`src/chg_evt_pkg.sv`:
```
// package for the charger timer and temperature event block
// assumes a 20 MHz clock and a simple strobe register port
// Contract
// RULE1 - a precondition timer expiry sets the timer status when its enable and the status enable are set.
// RULE2 - a total-charge timer expiry sets the timer status when its enable and the status enable are set.
// RULE3 - the timer condition bit is 1 after a precondition or total timeout, else 0.
// RULE4 - the timer status bit reads 1 while a timer interrupt is pending and the read clears it.
// RULE5 - precondition period select 00/01/10/11 gives 40/60/80 minutes or disabled.
// RULE6 - total period select 00/01/10/11 gives 3/4/5 hours or disabled.
// RULE7 - the open-drain indicator sinks in precondition, fast-charge and top-off, else floats.
// RULE8 - charging is suspended while the hot or cold comparator is tripped.
// RULE9 - leaving the valid temperature range sets the temperature status when enabled.
// RULE10 - returning to the valid temperature range sets the temperature status when enabled.
// RULE11 - the temperature condition bit is 1 inside the valid range, 0 outside.
// RULE12 - the temperature status bit reads 1 while pending and the read clears it.
// RULE13 - a precondition expiry before the threshold is reached moves to timeout-fault.
// RULE14 - a total expiry in fast-charge or top-off moves to end-of-charge.
// RULE15 - a status bit stays set until read, and an event in the clearing cycle wins.
package chg_evt_pkg;

  ////////////////////////////////////////////////////////////////////////////
  // register offsets
  localparam logic [3:0] ADDR_CTRL   = 4'h0;  // enables and period selects
  localparam logic [3:0] ADDR_STATUS = 4'h1;  // condition and sticky bits
  localparam logic [3:0] ADDR_MASK   = 4'h2;  // interrupt output mask
  localparam logic [3:0] ADDR_STATE  = 4'h3;  // charger state, read only

  // control field positions
  localparam int CTL_PRE_EN   = 0;
  localparam int CTL_TOT_EN   = 1;
  localparam int CTL_TMR_SEN  = 2;
  localparam int CTL_TOUT_EN  = 3;
  localparam int CTL_TIN_EN   = 4;
  localparam int CTL_TMP_SEN  = 5;
  localparam int CTL_PRE_SEL  = 6;   // two bits
  localparam int CTL_TOT_SEL  = 8;   // two bits
  localparam int CTL_SUSPEND  = 10;
  localparam logic [10:0] CTRL_RESET = 11'h000;

  // status field positions; mask uses the same layout
  localparam int ST_TMR_EVT = 0;
  localparam int ST_TMP_EVT = 1;
  localparam int ST_TMR_DAT = 2;
  localparam int ST_TMP_DAT = 3;
  localparam logic [1:0] MASK_RESET = 2'h0;

  ////////////////////////////////////////////////////////////////////////////
  // timing
  localparam longint CLK_HZ      = 20000000;
  localparam longint PRE40_MIN   = 40;
  localparam longint PRE60_MIN   = 60;
  localparam longint PRE80_MIN   = 80;
  localparam longint TOT3_HR     = 3;
  localparam longint TOT4_HR     = 4;
  localparam longint TOT5_HR     = 5;
  localparam longint PRE40_CYC   = PRE40_MIN * 60 * CLK_HZ;
  localparam longint PRE60_CYC   = PRE60_MIN * 60 * CLK_HZ;
  localparam longint PRE80_CYC   = PRE80_MIN * 60 * CLK_HZ;
  localparam longint TOT3_CYC    = TOT3_HR * 3600 * CLK_HZ;
  localparam longint TOT4_CYC    = TOT4_HR * 3600 * CLK_HZ;
  localparam longint TOT5_CYC    = TOT5_HR * 3600 * CLK_HZ;
  localparam int     TMR_W       = 39;
  localparam logic [1:0] SEL_OFF = 2'h3;

  // charger states
  typedef enum logic [2:0] {
    ST_SUSPEND, ST_PRECOND, ST_FAST, ST_TOPOFF, ST_EOC, ST_TEMP_FAULT, ST_TIME_FAULT
  } chg_state_t;

endpackage

```
`src/chg_safety_timer.sv`:
```
// one charge safety timer: a cycle counter with a selectable period
// assumes the period select is stable while the timer runs
`timescale 1ns/1ps
`default_nettype none
module chg_safety_timer
  import chg_evt_pkg::*;
#(
  parameter logic [TMR_W-1:0] P0 = TMR_W'(PRE40_CYC),
  parameter logic [TMR_W-1:0] P1 = TMR_W'(PRE60_CYC),
  parameter logic [TMR_W-1:0] P2 = TMR_W'(PRE80_CYC)
) (
  // clock and reset
  input  wire logic       clk,
  input  wire logic       rst_n_sync,
  // control
  input  wire logic       run,
  input  wire logic [1:0] sel,
  // one-cycle pulse at expiry
  output logic            expire
);

  typedef struct packed {
    logic [TMR_W-1:0] cnt;
    logic             done;
    logic             expire;
  } tmr_t;

  tmr_t s_r;
  tmr_t s_nxt;
  logic [TMR_W-1:0] limit;

  // period select; code 11 never expires
  always_comb begin
    unique case (sel)
      2'h0:    limit = P0;
      2'h1:    limit = P1;
      default: limit = P2;
    endcase
  end

  // count while running, fire once, restart when run drops
  always_comb begin
    s_nxt = s_r;
    s_nxt.expire = 1'b0;
    if (!run) begin
      s_nxt.cnt  = '0;
      s_nxt.done = 1'b0;
    end else if (!s_r.done && sel != SEL_OFF) begin
      if (s_r.cnt >= limit - TMR_W'(1)) begin
        s_nxt.done   = 1'b1;
        s_nxt.expire = 1'b1;
      end else begin
        s_nxt.cnt = s_r.cnt + TMR_W'(1);
      end
    end
  end

  always_ff @(posedge clk or negedge rst_n_sync) begin
    if (!rst_n_sync) begin
      s_r <= '0;
    end else begin
      s_r <= s_nxt;
    end
  end

  assign expire = s_r.expire;

endmodule
`default_nettype wire

```
`src/chg_timer_temp_events.sv`:
```
// charger timer and battery temperature event logic with its registers
// assumes comparator and charger-condition inputs are asynchronous pins
//
// Added by the designer: strobed register access and the register offsets.
`timescale 1ns/1ps
`default_nettype none
module chg_timer_temp_events
  import chg_evt_pkg::*;
#(
  parameter logic [TMR_W-1:0] PRE40 = TMR_W'(PRE40_CYC),
  parameter logic [TMR_W-1:0] PRE60 = TMR_W'(PRE60_CYC),
  parameter logic [TMR_W-1:0] PRE80 = TMR_W'(PRE80_CYC),
  parameter logic [TMR_W-1:0] TOT3  = TMR_W'(TOT3_CYC),
  parameter logic [TMR_W-1:0] TOT4  = TMR_W'(TOT4_CYC),
  parameter logic [TMR_W-1:0] TOT5  = TMR_W'(TOT5_CYC)
) (
  // clock and reset
  input  wire logic        clk,
  input  wire logic        rst_b,
  // register port
  input  wire logic [3:0]  addr,
  input  wire logic [15:0] wdata,
  input  wire logic        wr,
  input  wire logic        rd,
  output logic      [15:0] rdata,
  // comparators on the thermistor sense pin
  input  wire logic        therm_hot,
  input  wire logic        therm_cold,
  // analog charge conditions
  input  wire logic        input_ok,
  input  wire logic        precond_reached,
  input  wire logic        term_reached,
  input  wire logic        eoc_current,
  input  wire logic        recharge_needed,
  // outputs
  output logic             charge_enable,
  output logic             charge_indicator_n_oe,
  output logic             charge_indicator_n_o,
  output logic             irq
);

  ////////////////////////////////////////////////////////////////////////////
  // reset release and pin synchronisers
  logic [1:0] rst_sync_r;
  logic       rst_n_sync;

  always_ff @(posedge clk or negedge rst_b) begin
    if (!rst_b) begin
      rst_sync_r <= 2'h0;
    end else begin
      rst_sync_r <= {rst_sync_r[0], 1'b1};
    end
  end
  assign rst_n_sync = rst_sync_r[1];

  localparam int NPIN = 7;
  logic [NPIN-1:0] pin_raw;
  logic [NPIN-1:0] pin_s1_r;
  logic [NPIN-1:0] pin_s2_r;
  assign pin_raw = {therm_hot, therm_cold, input_ok, precond_reached,
                    term_reached, eoc_current, recharge_needed};

  // two stages; only the second stage is read by logic
  always_ff @(posedge clk or negedge rst_n_sync) begin
    if (!rst_n_sync) begin
      pin_s1_r <= '0;
      pin_s2_r <= '0;
    end else begin
      pin_s1_r <= pin_raw;
      pin_s2_r <= pin_s1_r;
    end
  end

  logic hot_s, cold_s, in_ok_s, pre_ok_s, term_s, eoc_s, rech_s;
  assign {hot_s, cold_s, in_ok_s, pre_ok_s, term_s, eoc_s, rech_s} = pin_s2_r;

  ////////////////////////////////////////////////////////////////////////////
  // state of the block
  typedef struct packed {
    logic [10:0] ctrl;
    logic [1:0]  mask;
    logic        timer_event_status;
    logic        temp_event_status;
    logic        timer_expired_flag;
    logic        temp_in_range_flag;
    chg_state_t  state;
    logic [15:0] rdata;
    logic        charge_enable;
    logic        ind_oe;
    logic        irq;
  } evt_t;

  evt_t s_r;
  evt_t s_nxt;

  logic pre_expire;
  logic tot_expire;
  logic pre_run;
  logic tot_run;
  logic in_range;

  assign in_range = !hot_s && !cold_s;
  assign pre_run  = (s_r.state == ST_PRECOND);
  assign tot_run  = (s_r.state == ST_PRECOND) || (s_r.state == ST_FAST) ||
                    (s_r.state == ST_TOPOFF);

  ////////////////////////////////////////////////////////////////////////////
  // safety timers
  chg_safety_timer #(.P0(PRE40), .P1(PRE60), .P2(PRE80)) u_pre_tmr ( // RULE5
    .clk        (clk),
    .rst_n_sync (rst_n_sync),
    .run        (pre_run),
    .sel        (s_r.ctrl[CTL_PRE_SEL +: 2]),
    .expire     (pre_expire)
  );

  // total timer spans the whole charge cycle, reset when charging stops
  chg_safety_timer #(.P0(TOT3), .P1(TOT4), .P2(TOT5)) u_tot_tmr ( // RULE6
    .clk        (clk),
    .rst_n_sync (rst_n_sync),
    .run        (tot_run),
    .sel        (s_r.ctrl[CTL_TOT_SEL +: 2]),
    .expire     (tot_expire)
  );

  ////////////////////////////////////////////////////////////////////////////
  // next state: charger sequence, events, registers
  logic tmr_evt;
  logic tmp_evt;
  logic rd_status;
  logic halt;

  always_comb begin
    s_nxt = s_r;
    halt = !in_ok_s || s_r.ctrl[CTL_SUSPEND];

    // charger state machine
    unique case (s_r.state)
      ST_SUSPEND: begin
        if (!halt && in_range) begin
          s_nxt.state = ST_PRECOND;
        end
      end
      ST_PRECOND: begin
        if (pre_ok_s) begin
          s_nxt.state = ST_FAST;
        end else if (pre_expire) begin
          s_nxt.state = ST_TIME_FAULT; // RULE13
        end
      end
      ST_FAST: begin
        if (tot_expire) begin
          s_nxt.state = ST_EOC; // RULE14
        end else if (term_s) begin
          s_nxt.state = ST_TOPOFF;
        end
      end
      ST_TOPOFF: begin
        if (tot_expire || eoc_s) begin
          s_nxt.state = ST_EOC; // RULE14
        end
      end
      ST_EOC: begin
        if (rech_s) begin
          s_nxt.state = ST_PRECOND;
        end
      end
      ST_TEMP_FAULT: begin
        if (in_range) begin
          s_nxt.state = ST_SUSPEND;
        end
      end
      ST_TIME_FAULT: begin
        // leaves only through a supply loss or manual suspend
      end
    endcase
    // temperature and supply override any charging state
    if (!in_range && s_r.state != ST_TIME_FAULT) begin
      s_nxt.state = ST_TEMP_FAULT; // RULE8
    end else if (halt) begin
      s_nxt.state = ST_SUSPEND;
    end

    // condition bits
    if (pre_expire || tot_expire) begin
      s_nxt.timer_expired_flag = 1'b1; // RULE3
    end else if (s_nxt.state == ST_PRECOND && s_r.state != ST_PRECOND) begin
      s_nxt.timer_expired_flag = 1'b0; // RULE3
    end
    s_nxt.temp_in_range_flag = in_range; // RULE11

    // enabled events
    tmr_evt = s_r.ctrl[CTL_TMR_SEN] &&
              ((pre_expire && s_r.ctrl[CTL_PRE_EN]) || // RULE1
               (tot_expire && s_r.ctrl[CTL_TOT_EN]));  // RULE2
    tmp_evt = s_r.ctrl[CTL_TMP_SEN] &&
              ((s_r.temp_in_range_flag && !in_range && s_r.ctrl[CTL_TOUT_EN]) || // RULE9
               (!s_r.temp_in_range_flag && in_range && s_r.ctrl[CTL_TIN_EN]));   // RULE10

    // read clears status; a new event in the same cycle wins
    rd_status = rd && addr == ADDR_STATUS;
    if (rd_status) begin
      s_nxt.timer_event_status = 1'b0; // RULE4
      s_nxt.temp_event_status  = 1'b0; // RULE12
    end
    if (tmr_evt) begin
      s_nxt.timer_event_status = 1'b1; // RULE15
    end
    if (tmp_evt) begin
      s_nxt.temp_event_status = 1'b1; // RULE15
    end

    // register writes
    if (wr) begin
      unique case (addr)
        ADDR_CTRL: s_nxt.ctrl = wdata[10:0];
        ADDR_MASK: s_nxt.mask = wdata[1:0];
        default:   ;
      endcase
    end

    // read data for the next cycle, zero elsewhere
    s_nxt.rdata = 16'h0000;
    if (rd) begin
      unique case (addr)
        ADDR_CTRL: s_nxt.rdata = {5'h00, s_r.ctrl};
        ADDR_STATUS: begin
          s_nxt.rdata[ST_TMR_EVT] = s_r.timer_event_status; // RULE4
          s_nxt.rdata[ST_TMP_EVT] = s_r.temp_event_status;  // RULE12
          s_nxt.rdata[ST_TMR_DAT] = s_r.timer_expired_flag;
          s_nxt.rdata[ST_TMP_DAT] = s_r.temp_in_range_flag;
        end
        ADDR_MASK:  s_nxt.rdata = {14'h0000, s_r.mask};
        ADDR_STATE: s_nxt.rdata = {13'h0000, s_r.state};
        default:    ;
      endcase
    end

    // outputs, registered from the next state
    s_nxt.charge_enable = (s_nxt.state == ST_PRECOND) || (s_nxt.state == ST_FAST) ||
                          (s_nxt.state == ST_TOPOFF); // RULE8
    s_nxt.ind_oe = s_nxt.charge_enable; // RULE7
    s_nxt.irq = (s_nxt.timer_event_status && s_nxt.mask[ST_TMR_EVT]) ||
                (s_nxt.temp_event_status && s_nxt.mask[ST_TMP_EVT]);
  end

  ////////////////////////////////////////////////////////////////////////////
  // state register
  always_ff @(posedge clk or negedge rst_n_sync) begin
    if (!rst_n_sync) begin
      s_r.ctrl               <= CTRL_RESET;
      s_r.mask               <= MASK_RESET;
      s_r.timer_event_status <= 1'b0;
      s_r.temp_event_status  <= 1'b0;
      s_r.timer_expired_flag <= 1'b0;
      s_r.temp_in_range_flag <= 1'b0;
      s_r.state              <= ST_SUSPEND;
      s_r.rdata              <= 16'h0000;
      s_r.charge_enable      <= 1'b0;
      s_r.ind_oe             <= 1'b0;
      s_r.irq                <= 1'b0;
    end else begin
      s_r <= s_nxt;
    end
  end

  // open drain: only ever drives low
  assign rdata                 = s_r.rdata;
  assign charge_enable         = s_r.charge_enable;
  assign charge_indicator_n_oe = s_r.ind_oe; // RULE7
  assign charge_indicator_n_o  = 1'b0;
  assign irq                   = s_r.irq;

endmodule
`default_nettype wire

```
`config.mk`:
```
export PLATFORM = sky130hd
export DESIGN_NAME = chg_timer_temp_events
export DESIGN_NICKNAME = d
export VERILOG_FILES = /design/src/chg_evt_pkg.sv /design/src/chg_safety_timer.sv /design/src/chg_timer_temp_events.sv
export SDC_FILE = /design/constraint.sdc
export NUM_CORES = 1
export LEC_CHECK = 0
export ABC_AREA = 1
export BUFFER_PORTS_ARGS = -buffer_cell sky130_fd_sc_hd__buf_2
export CAP_MARGIN = 0
export CORE_MARGIN = 2
export CORE_UTILIZATION = 30
export CTS_CLUSTER_SIZE = 20
export DETAILED_ROUTE_END_ITERATION = 12
export PLACE_DENSITY = 0.43
export SETUP_SLACK_MARGIN = 0.4
export SLEW_MARGIN = 20
export SYNTH_ARGS = -nofsm -noshare
export SYNTH_HDL_FRONTEND = slang
export SYNTH_SLANG_ARGS = --single-unit
```
`constraint.sdc`:
```
create_clock -name clk -period 3.97 [get_ports clk]
set_clock_uncertainty 0.05 [all_clocks]
set_input_delay 0.794 -clock clk [delete_from_list [all_inputs] [get_ports clk]]
set_output_delay 0.794 -clock clk [all_outputs]
set_load 0.005 [all_outputs]
```
==> impl_metrics.tcl, run 1 <==
set metrics [dict create \
    p_per_area_nw_per_um2 347 \
    ys.flop_type "dfrtp_1" \
    cts.htree.levels 4 \
    drtIter0Drc 530 \
    core_area_sq_um 29700 \
    slew_headroom_pct 40.7 \
    pwr-share-comb_pct 12.5 \
    area_growth_pct 12.0 \
    remaining_drc_errors 0 \
    worst_pin_slew_ns 0.889 \
    cts_root_buf "clkbuf_16" \
    wl_met2_um 12400 \
    drv_slew 0 \
    totalWireLength_um 27100 \
    p_switching_w 0.00111 \
    synth_top_family_by_area "simple AND/OR/NAND/NOR gates" \
    cp.arrival_ns 3.55 \
    fillCellCount 3203 \
    layout-drive-gt1-share_pct 8.21 \
    first_pass_iters 6 \
    p_leak_nw 4.98 \
    worstReg2RegEnd "u_pre_tmr.s_r[7]$_DFFE_PN0P_" \
    cts_resized 0 \
    seqPwrFrac_pct 40.8 \
    vias 8292 \
    cts.sinks 131 \
    ir_drop_uv 315 \
    switching_share_pct 31.5 \
    async_flop_share_pct 100 \
    drv_cap 0 \
    fin_crit_ns 3.22 \
    worstSetupPathType "flop to flop" \
    syn_area_sq_um 9050 \
    setup_viol 0 \
    yosysSeqAreaShare_pct 36.2 \
    fin_cells 1717 \
    insertion_delay_ns 0.45 \
    crit_path_max_fanout 7 \
    die_w_um 178 \
    dp.cells 1685 \
    met1Wirelength_um 13400 \
    grt_pass1_vias 8195 \
    yosysUniqueCellTypes 40 \
    ios 51 \
    clkTransAtPathRegs_ns 0.07 \
    fmax_mhz 310 \
    cts_tree "yes" \
    track_usage_pct 18.2 \
    wl_per_cell_um 15.8 \
    start_util_pct 30.5 \
    clockBufferDepth 2 \
    yosys_register_bits 131 \
    rsz0062_at_grt "no" \
    routabilityCongestion 0.868 \
    grt_pass1_wl_um 44800 \
    status "finished clean" \
    gr-total-overflow 0 \
    final_antenna_net_count 0 \
    vias_per_cell 4.83 \
    cts_buffers 17 \
    synth_edf_count 0 \
    synthCells 1295 \
    startpoint_type "flop" \
    met3_length_um 921 \
    synth_mux_area_share_pct 0.124 \
    r2r_cells 15 \
    reg2reg_from "s_r[35]$_DFFE_PN0P_" \
    grt_antenna_before_repair 0 \
    ctsHoldBuffers 0 \
    layout_commonest_cell "nand2_1" \
    final_cell_mix "369 x nand2_1, 217 x nor2_1, 133 x nand3_1" \
    diodes 0 \
    reg2reg_slack_ns 0.75 \
    dieArea_sq_um 31600 \
    grt_max_degree 67 \
    p_clk_share_pct 46.8 \
    synth-xor-area-share_pct 5.13 \
    rows 63 \
    syn_avg_cell_area_sq_um 6.99 \
    synth-adder-area-share_pct 6.63 \
    internal_power_w 0.00241 \
    post-route-util_pct 34.1 \
    nNetsFinal 1393 \
    hold_class "input pin to async pin" \
    yosys_warnings 0 \
    cts_setup_buffers 0 \
    finalCritPeriodShare_pct 81.2 \
    synth_compound_area_share_pct 4.17 \
    numPortBuffers 39 \
    topRoutingLayerUsed "met4" \
    hold_viol 0 \
    worstPathRequired_ns 4.30 \
    cp-end-kind "flop" \
    synthSimpleGateAreaFrac_pct 38.9 \
    die_y_um 178 \
    dp_hpwl_um 20000 \
    finalSetupTns_ns 0 \
]
[registers in the layout (all words and copies together), names as in the netlist]
signal and cells:
irq 1, u_tot_tmr.expire 1, s_r 20, charge_indicator_n_oe 1, rst_sync_r 2, pin_s1_r 7, u_pre_tmr.expire 1, rdata 11
pin_s2_r 7, u_pre_tmr.s_r 40, u_tot_tmr.s_r 40
[synth_stat cells (all sizes together), types with 9 or more instances]
library cell,n,area share [%]
nand2,374,16
nor2,227,9.9
nand3,137,7.8
dfrtp,131,36
inv,116,4.8
nand4,58,4.1
ha,48,6.6
xor2,44,4.3
buf,39,3.1
a21oi,36,2.0
clkbuf,19,0.79
nor3,19,1.1
o21ai,14,0.77
xnor2,9,0.87
[power by group through the flow]
stage / clock, W / combinational, W / sequential (W)
final: 0.00164 / 0.000438 / 0.00143
after global routing: 0.00175 / 0.000500 / 0.00144
after CTS: 0.00170 / 0.000449 / 0.00144
after detailed placement: 0 / 0.000446 / 0.00146
after global placement: 0 / 0.000442 / 0.00146
after floorplan: 0 / 0.000332 / 0.00145
[how the worst max path moves through the flow]
stage	from	end	slack, ns	cells past startpoint
finish	s_r[35]$_DFFE_PN0P_	u_pre_tmr.s_r[7]$_DFFE_PN0P_	0.75	15
global route	s_r[35]$_DFFE_PN0P_	u_pre_tmr.s_r[7]$_DFFE_PN0P_	0.40	15
CTS	s_r[35]$_DFFE_PN0P_	u_pre_tmr.s_r[7]$_DFFE_PN0P_	0.69	15
detailed placement	s_r[35]$_DFFE_PN0P_	u_pre_tmr.s_r[7]$_DFFE_PN0P_	0.71	15
global placement	s_r[35]$_DFFE_PN0P_	u_pre_tmr.s_r[7]$_DFFE_PN0P_	0.74	15
floorplan	s_r[35]$_DFFE_PN0P_	u_pre_tmr.s_r[22]$_DFFE_PN0P_	1.46	16
[per-layer routing]
metal,up-vias,GRT usage (%)
met3,26,3.21
met4,0,4.51
li1,4200,-
met5,-,0
met2,117,29.2
met1,3949,25.3
[per-stage QoR]
step / cell area [sq um] / setup WS (ns) / power [W] / hold WS [ns]
floorplan: 9090 / 1.46 / 0.00178 / 0.281
global placement: 9540 / 0.736 / 0.00190 / 0.285
detailed placement: 9540 / 0.706 / 0.00191 / 0.286
CTS: 10100 / 0.693 / 0.00359 / 0.0434
global route: 10100 / 0.403 / 0.00369 / 0.0499
finish: 10100 / 0.746 / 0.00352 / 0.0643
[cell type report]
type | count | area, sq um | share of cell area [%]
clock buffer | 17 | 425 | 4.19
clock inverter | 15 | 181 | 1.79
inverter | 116 | 435 | 4.29
multi-input combinational | 998 | 5030 | 49.6
sequential | 131 | 3280 | 32.4
tap | 390 | 488 | 4.81
timing repair buffer | 50 | 303 | 2.99
[kinds of logic after synthesis]
group,Yosys count
adders and majority gates,48
DFF,131
buffers and inverters,174
xor gates and xnor gates,53
other,2
muxes,1
AOI/OAI and AO/OA,66
and+or+nand+nor,820
[worst max-delay path: stages (launching register included)]
cell     delay (ns)
dfrtp_1        0.44
nor2_1         0.40
inv_1          0.26
ha_1           0.35
ha_1           0.27
nand2_1        0.06
inv_1          0.06
a21oi_1        0.13
nor2_1         0.06
nor2_1         0.09
nand2_1        0.06
nand2_1        0.09
inv_1          0.06
nor2_1         0.51
nand4_1        0.17
nand2_1        0.10
Note: power is estimated with default switching activity, not from simulation.
==> run 2: changes to the inputs <==
==> constraint.sdc (replaced) <==
create_clock -name clk -period 2.89 [get_ports clk]
set_clock_uncertainty 0.05 [all_clocks]
set_input_delay 0.578 -clock clk [delete_from_list [all_inputs] [get_ports clk]]
set_output_delay 0.578 -clock clk [all_outputs]
set_load 0.005 [all_outputs]
==> impl_metrics.tcl, run 2 (synthesis results as in run 1) <==
set metrics [dict create \
    status "finished clean" \
    cp-end-kind "flop" \
    gr-total-overflow 0 \
    p_per_area_nw_per_um2 460 \
    grt_pass1_wl_um 46100 \
    grt_antenna_before_repair 2 \
    die_y_um 178 \
    cts.sinks 131 \
    rsz0062_at_grt "yes" \
    track_usage_pct 18.9 \
    cp-endpoint "u_pre_tmr.s_r[30]$_DFFE_PN0P_" \
    grt_pass1_vias 8533 \
    drv_slew 0 \
    layout_commonest_cell "nand2_1" \
    core_area_sq_um 29700 \
    finalCritPeriodShare_pct 87.0 \
    fmax_mhz 398 \
    worstSetupPathType "flop to flop" \
    totalWireLength_um 28800 \
    final_antenna_net_count 0 \
    startpoint_type "flop" \
    reg2reg_slack_ns 0.37 \
    p_leak_nw 5.45 \
    worstReg2RegEnd "u_pre_tmr.s_r[30]$_DFFE_PN0P_" \
    reg2reg_from "s_r[35]$_DFFE_PN0P_" \
    area_growth_pct 26.8 \
    remaining_drc_errors 0 \
    cts.htree.levels 4 \
    regArea_sq_um 3280 \
    dp.cells 1711 \
    finalSetupTns_ns 0 \
    nNetsFinal 1462 \
    slew_headroom_pct 59.2 \
    ir_drop_uv 430 \
    ios 51 \
    dieArea_sq_um 31600 \
    worstPathRequired_ns 3.17 \
    crit_start "s_r[35]$_DFFE_PN0P_" \
    crit_path_max_fanout 8 \
    multi_input_area_sq_um 5510 \
    wl_per_cell_um 16.1 \
    hold_class "input pin to flop" \
    cts_buffers 17 \
    layout-drive-gt1-share_pct 19.6 \
    r2r_cells 17 \
    top_regs "u_pre_tmr.s_r (40), u_tot_tmr.s_r (40), s_r (20)" \
    cts_root_buf "clkbuf_16" \
    vias_per_cell 4.84 \
    clockBufferDepth 2 \
    rows 63 \
    routabilityCongestion 0.884 \
    die_w_um 178 \
    fillCellCount 3131 \
    clkTransAtPathRegs_ns 0.07 \
    cp.arrival_ns 2.80 \
    drv_cap 0 \
    hold_viol 0 \
    fin_cells 1788 \
    drtIter0Drc 446 \
    setup_viol 0 \
    insertion_delay_ns 0.44 \
    grt_max_degree 53 \
    fin_crit_ns 2.52 \
    holdCritStartpoint "term_reached" \
    numPortBuffers 39 \
    final_cell_mix "338 x nand2_1, 197 x nor2_1, 128 x dfrtp_1" \
    first_pass_iters 5 \
    vias 8661 \
    start_util_pct 30.5 \
    whs_path_depth 1 \
    worst_pin_slew_ns 0.612 \
    dp_hpwl_um 20400 \
    cts_tree "yes" \
]
==> run 2: changes by cell type in the layout (fill, tap and decap cells not counted), moves of 15 or more <==
cell | before | now
buf_4 | 9 | 47
nand2_1 | 369 | 338
nand2_2 | 4 | 29
nor2_1 | 217 | 197
nand3_1 | 133 | 116
nand3_2 | 4 | 19
==> run 2: routing by layer <==
metal / vias up / part of all wire (%) / track usage (%) / wire [um]
li1: 4335 / - / - / -
met1: 4118 / 49 / 26.4 / 14200
met2: 173 / 45 / 30.0 / 13100
met3: 35 / 3.6 / 3.60 / 1040
met4: 0 / 1.7 / 4.61 / 487
met5: - / 0 / 0 / 0
==> run 2: final cells by class <==
class                           instances  area share [%]
Timing Repair Buffer                  119            9.95
Clock buffer                           18            3.74
Sequential cell                       131            28.6
Tap cell                              390            4.25
Inverter                              116            3.90
Clock inverter                         14            1.45
Multi-Input combinational cell        998            48.0
Antenna cell                            2          0.0436
==> run 2: repair_timing <==
item / CTS / global route
resized for setup: 64 / 82
hold endpoints to repair: 2 / 0
pin swaps: 18 / 48
setup buffers: 22 / 13
hold buffers: 1 / 0
cloned: 4 / 3
setup endpoints to repair: 79 / 80
==> run 2: worst min path at each step <==
stage / endpoint
after global routing: pin_s1_r[2]$_DFF_PN0_
after CTS: pin_s1_r[0]$_DFF_PN0_
after global placement: rdata[9]$_DFF_PN0_
after detailed placement: rdata[9]$_DFF_PN0_
after floorplan: rst_sync_r[0]$_DFF_PN0_
final: pin_s1_r[2]$_DFF_PN0_
==> run 2: stage by stage <==
stage	hold slack [ns]	utilization, %	instance area, sq um	setup WS (ns)	total power, W
6_report	0.194	38.6	11500	0.375	0.00528
5_1_grt	0.166	38.6	11500	0.229	0.00554
4_1_cts	0.172	36.9	11000	0.390	0.00520
3_5_place_dp	0.286	32.9	9770	0.150	0.00268
3_3_place_gp	0.280	32.9	9770	0.177	0.00268
2_1_floorplan	0.232	-	9090	0.459	0.00245
==> run 2: where the power goes <==
group	switching, W	total (W)	internal [W]
Combinational	0.000594	0.00107	0.000480
Sequential	0.0000604	0.00196	0.00190
Clock	0.000946	0.00224	0.00130
Total	0.00160	0.00528	0.00368
==> run 2: worst max-delay path, cell delays in order (launching register included) <==
cell,delay [ns]
dfrtp_2,0.48
nor2_4,0.17
clkinv_4,0.11
ha_4,0.23
ha_4,0.26
nand2_2,0.05
inv_2,0.06
nand3_1,0.06
nor2_1,0.11
nand2_1,0.07
nand2_1,0.07
nand2_2,0.07
nand3_4,0.12
nand2_8,0.08
buf_12,0.16
buf_16,0.15
nand2_1,0.06
nand2_1,0.04
==> run 3: changes to the inputs <==
--- a/config.mk
+++ b/config.mk
@@ -6,13 +6,13 @@
 export NUM_CORES = 1
 export LEC_CHECK = 0
 export ABC_AREA = 1
-export BUFFER_PORTS_ARGS = -buffer_cell sky130_fd_sc_hd__buf_2
+export BUFFER_PORTS_ARGS = -buffer_cell sky130_fd_sc_hd__buf_4
 export CAP_MARGIN = 0
 export CORE_MARGIN = 2
 export CORE_UTILIZATION = 30
 export CTS_CLUSTER_SIZE = 20
 export DETAILED_ROUTE_END_ITERATION = 12
-export PLACE_DENSITY = 0.43
+export PLACE_DENSITY_LB_ADDON = 0.12
 export SETUP_SLACK_MARGIN = 0.4
 export SLEW_MARGIN = 20
 export SYNTH_ARGS = -nofsm -noshare
==> impl_metrics.tcl, run 3 (synthesis results as in run 1) <==
set metrics [dict create \
    status "finished clean" \
    rows 63 \
    fin_crit_ns 2.49 \
    multi_input_area_sq_um 5540 \
    layout_commonest_cell "nand2_1" \
    gr-total-overflow 0 \
    hold_class "input pin to flop" \
    wl_per_cell_um 16.5 \
    worstSetupPathType "flop to flop" \
    cts.sinks 131 \
    holdCritStartpoint "input_ok" \
    dp_hpwl_um 20500 \
    core_area_sq_um 29700 \
    totalWireLength_um 29800 \
    setup_viol 0 \
    final_area_sq_um 11600 \
    worst_slack_ns 0.401 \
    fillCellCount 3132 \
    worst_pin_slew_ns 0.712 \
    insertion_delay_ns 0.44 \
    slew_headroom_pct 52.5 \
    grt_pass1_vias 8377 \
    remaining_drc_errors 0 \
    top_regs "u_pre_tmr.s_r (40), u_tot_tmr.s_r (40), s_r (20)" \
    track_usage_pct 18.8 \
    die_w_um 178 \
    grt_antenna_before_repair 0 \
    cp-end-kind "flop" \
    grt_max_degree 130 \
    cts_tree "yes" \
    cp.arrival_ns 2.77 \
    routabilityCongestion 0.836 \
    crit_path_max_fanout 6 \
    holdWs_ns 0.186 \
    p_per_area_nw_per_um2 444 \
    nNetsFinal 1478 \
    dp.cells 1735 \
    placed_area_sq_um 10000 \
    area_growth_pct 27.6 \
    dieArea_sq_um 31600 \
    crit_start "s_r[37]$_DFFE_PN0P_" \
    final_antenna_net_count 0 \
    vias_per_cell 4.83 \
    fmax_mhz 402 \
    drtIter0Drc 616 \
    layout-drive-gt1-share_pct 20.1 \
    grt_pass1_wl_um 45800 \
    clkTransAtPathRegs_ns 0.07 \
    start_util_pct 30.5 \
    ir_drop_uv 438 \
    worstPathRequired_ns 3.17 \
    dpl_worst_slack_ns -0.138 \
    hold_viol 0 \
    cts_buffers 17 \
    rsz0062_at_grt "yes" \
    cts_root_buf "clkbuf_16" \
    startpoint_type "flop" \
    first_pass_iters 5 \
    clockBufferDepth 2 \
    reg2reg_from "s_r[37]$_DFFE_PN0P_" \
    finalCritPeriodShare_pct 86.1 \
    final_cell_mix "339 x nand2_1, 195 x nor2_1, 128 x nand3_1, 128 x dfrtp_1, 112 x buf_4" \
    ios 51 \
    regArea_sq_um 3280 \
    diodes 0 \
    fin_cells 1802 \
    vias 8695 \
    drv_cap 0 \
    die_y_um 178 \
    drv_slew 0 \
    cts.htree.levels 4 \
    p_leak_nw 5.49 \
    numPortBuffers 39 \
]
run 3: worst max-delay path, stage by stage, from the launching register on:
cell        delay, ns
dfrtp_2          0.43
buf_6            0.14
clkinvlp_4       0.22
ha_4             0.31
nand2_2          0.09
nor2_2           0.05
nand2_1          0.05
nor2_1           0.04
nand3_1          0.11
nand2_4          0.09
nor2_4           0.12
nand4_4          0.27
clkbuf_16        0.27
nand3_1          0.07
nand2_1          0.06
run 3: cell type report:
class	count	share of cell area, %
clock inverter	13	0.974
multi-input combinational	999	47.9
inverter	116	3.85
sequential	131	28.4
tap	390	4.22
clock buffer	19	3.92
timing repair buffer	134	10.7
run 3: stage by stage:
step | utilization (%) | total power [W] | TNS (ns)
floorplan | - | 0.00245 | 0
global placement | 33.8 | 0.00270 | -1.19
detailed placement | 33.8 | 0.00271 | -1.33
CTS | 36.2 | 0.00491 | 0
global route | 38.9 | 0.00539 | 0
finish | 38.9 | 0.00513 | 0
run 3: what timing repair did:
action | 4_1_cts | 5_1_grt
endpoints found under the setup margin | 74 | 80
hold buffers | 1 | 0
gates cloned | 2 | 6
hold endpoints to repair | 2 | 0
pin swaps | 2 | 65
buffers inserted | 9 | 17
gates resized for setup | 13 | 113
run 3: layer usage:
| metal | share of wire, % | global-route usage [%] | wire length, um | vias to the layer above |
|---|---|---|---|---|
| met5 | 0 | 0 | 0 | - |
| met4 | 1.3 | 4.78 | 388 | 0 |
| met3 | 3.9 | 3.58 | 1160 | 31 |
| met2 | 45 | 29.4 | 13500 | 167 |
| met1 | 50 | 26.7 | 14800 | 4134 |
| li1 | - | - | - | 4363 |
run 3: final timing paths:
check | to | slack (ns) | cells past startpoint
setup / recovery | u_tot_tmr.s_r[17]$_DFFE_PN0P_ | 0.40 | 14
min in group asynchronous | u_tot_tmr.s_r[33]$_DFFE_PN0P_ | 0.39 | 1
hold / removal | pin_s1_r[4]$_DFF_PN0_ | 0.19 | 1
max in group asynchronous | s_r[35]$_DFFE_PN0P_ | 1.85 | 1
hold reg to reg | pin_s2_r[6]$_DFF_PN0_ | 0.30 | 0
setup reg to reg | u_tot_tmr.s_r[17]$_DFFE_PN0P_ | 0.40 | 14
run 3: where the power goes:
part	leakage, nW	switching (W)	internal (W)	total, W
registers	1.74	0.0000480	0.00190	0.00195
clock network	0.276	0.000957	0.00117	0.00213
logic	3.48	0.000608	0.000446	0.00105
total	5.49	0.00161	0.00352	0.00513
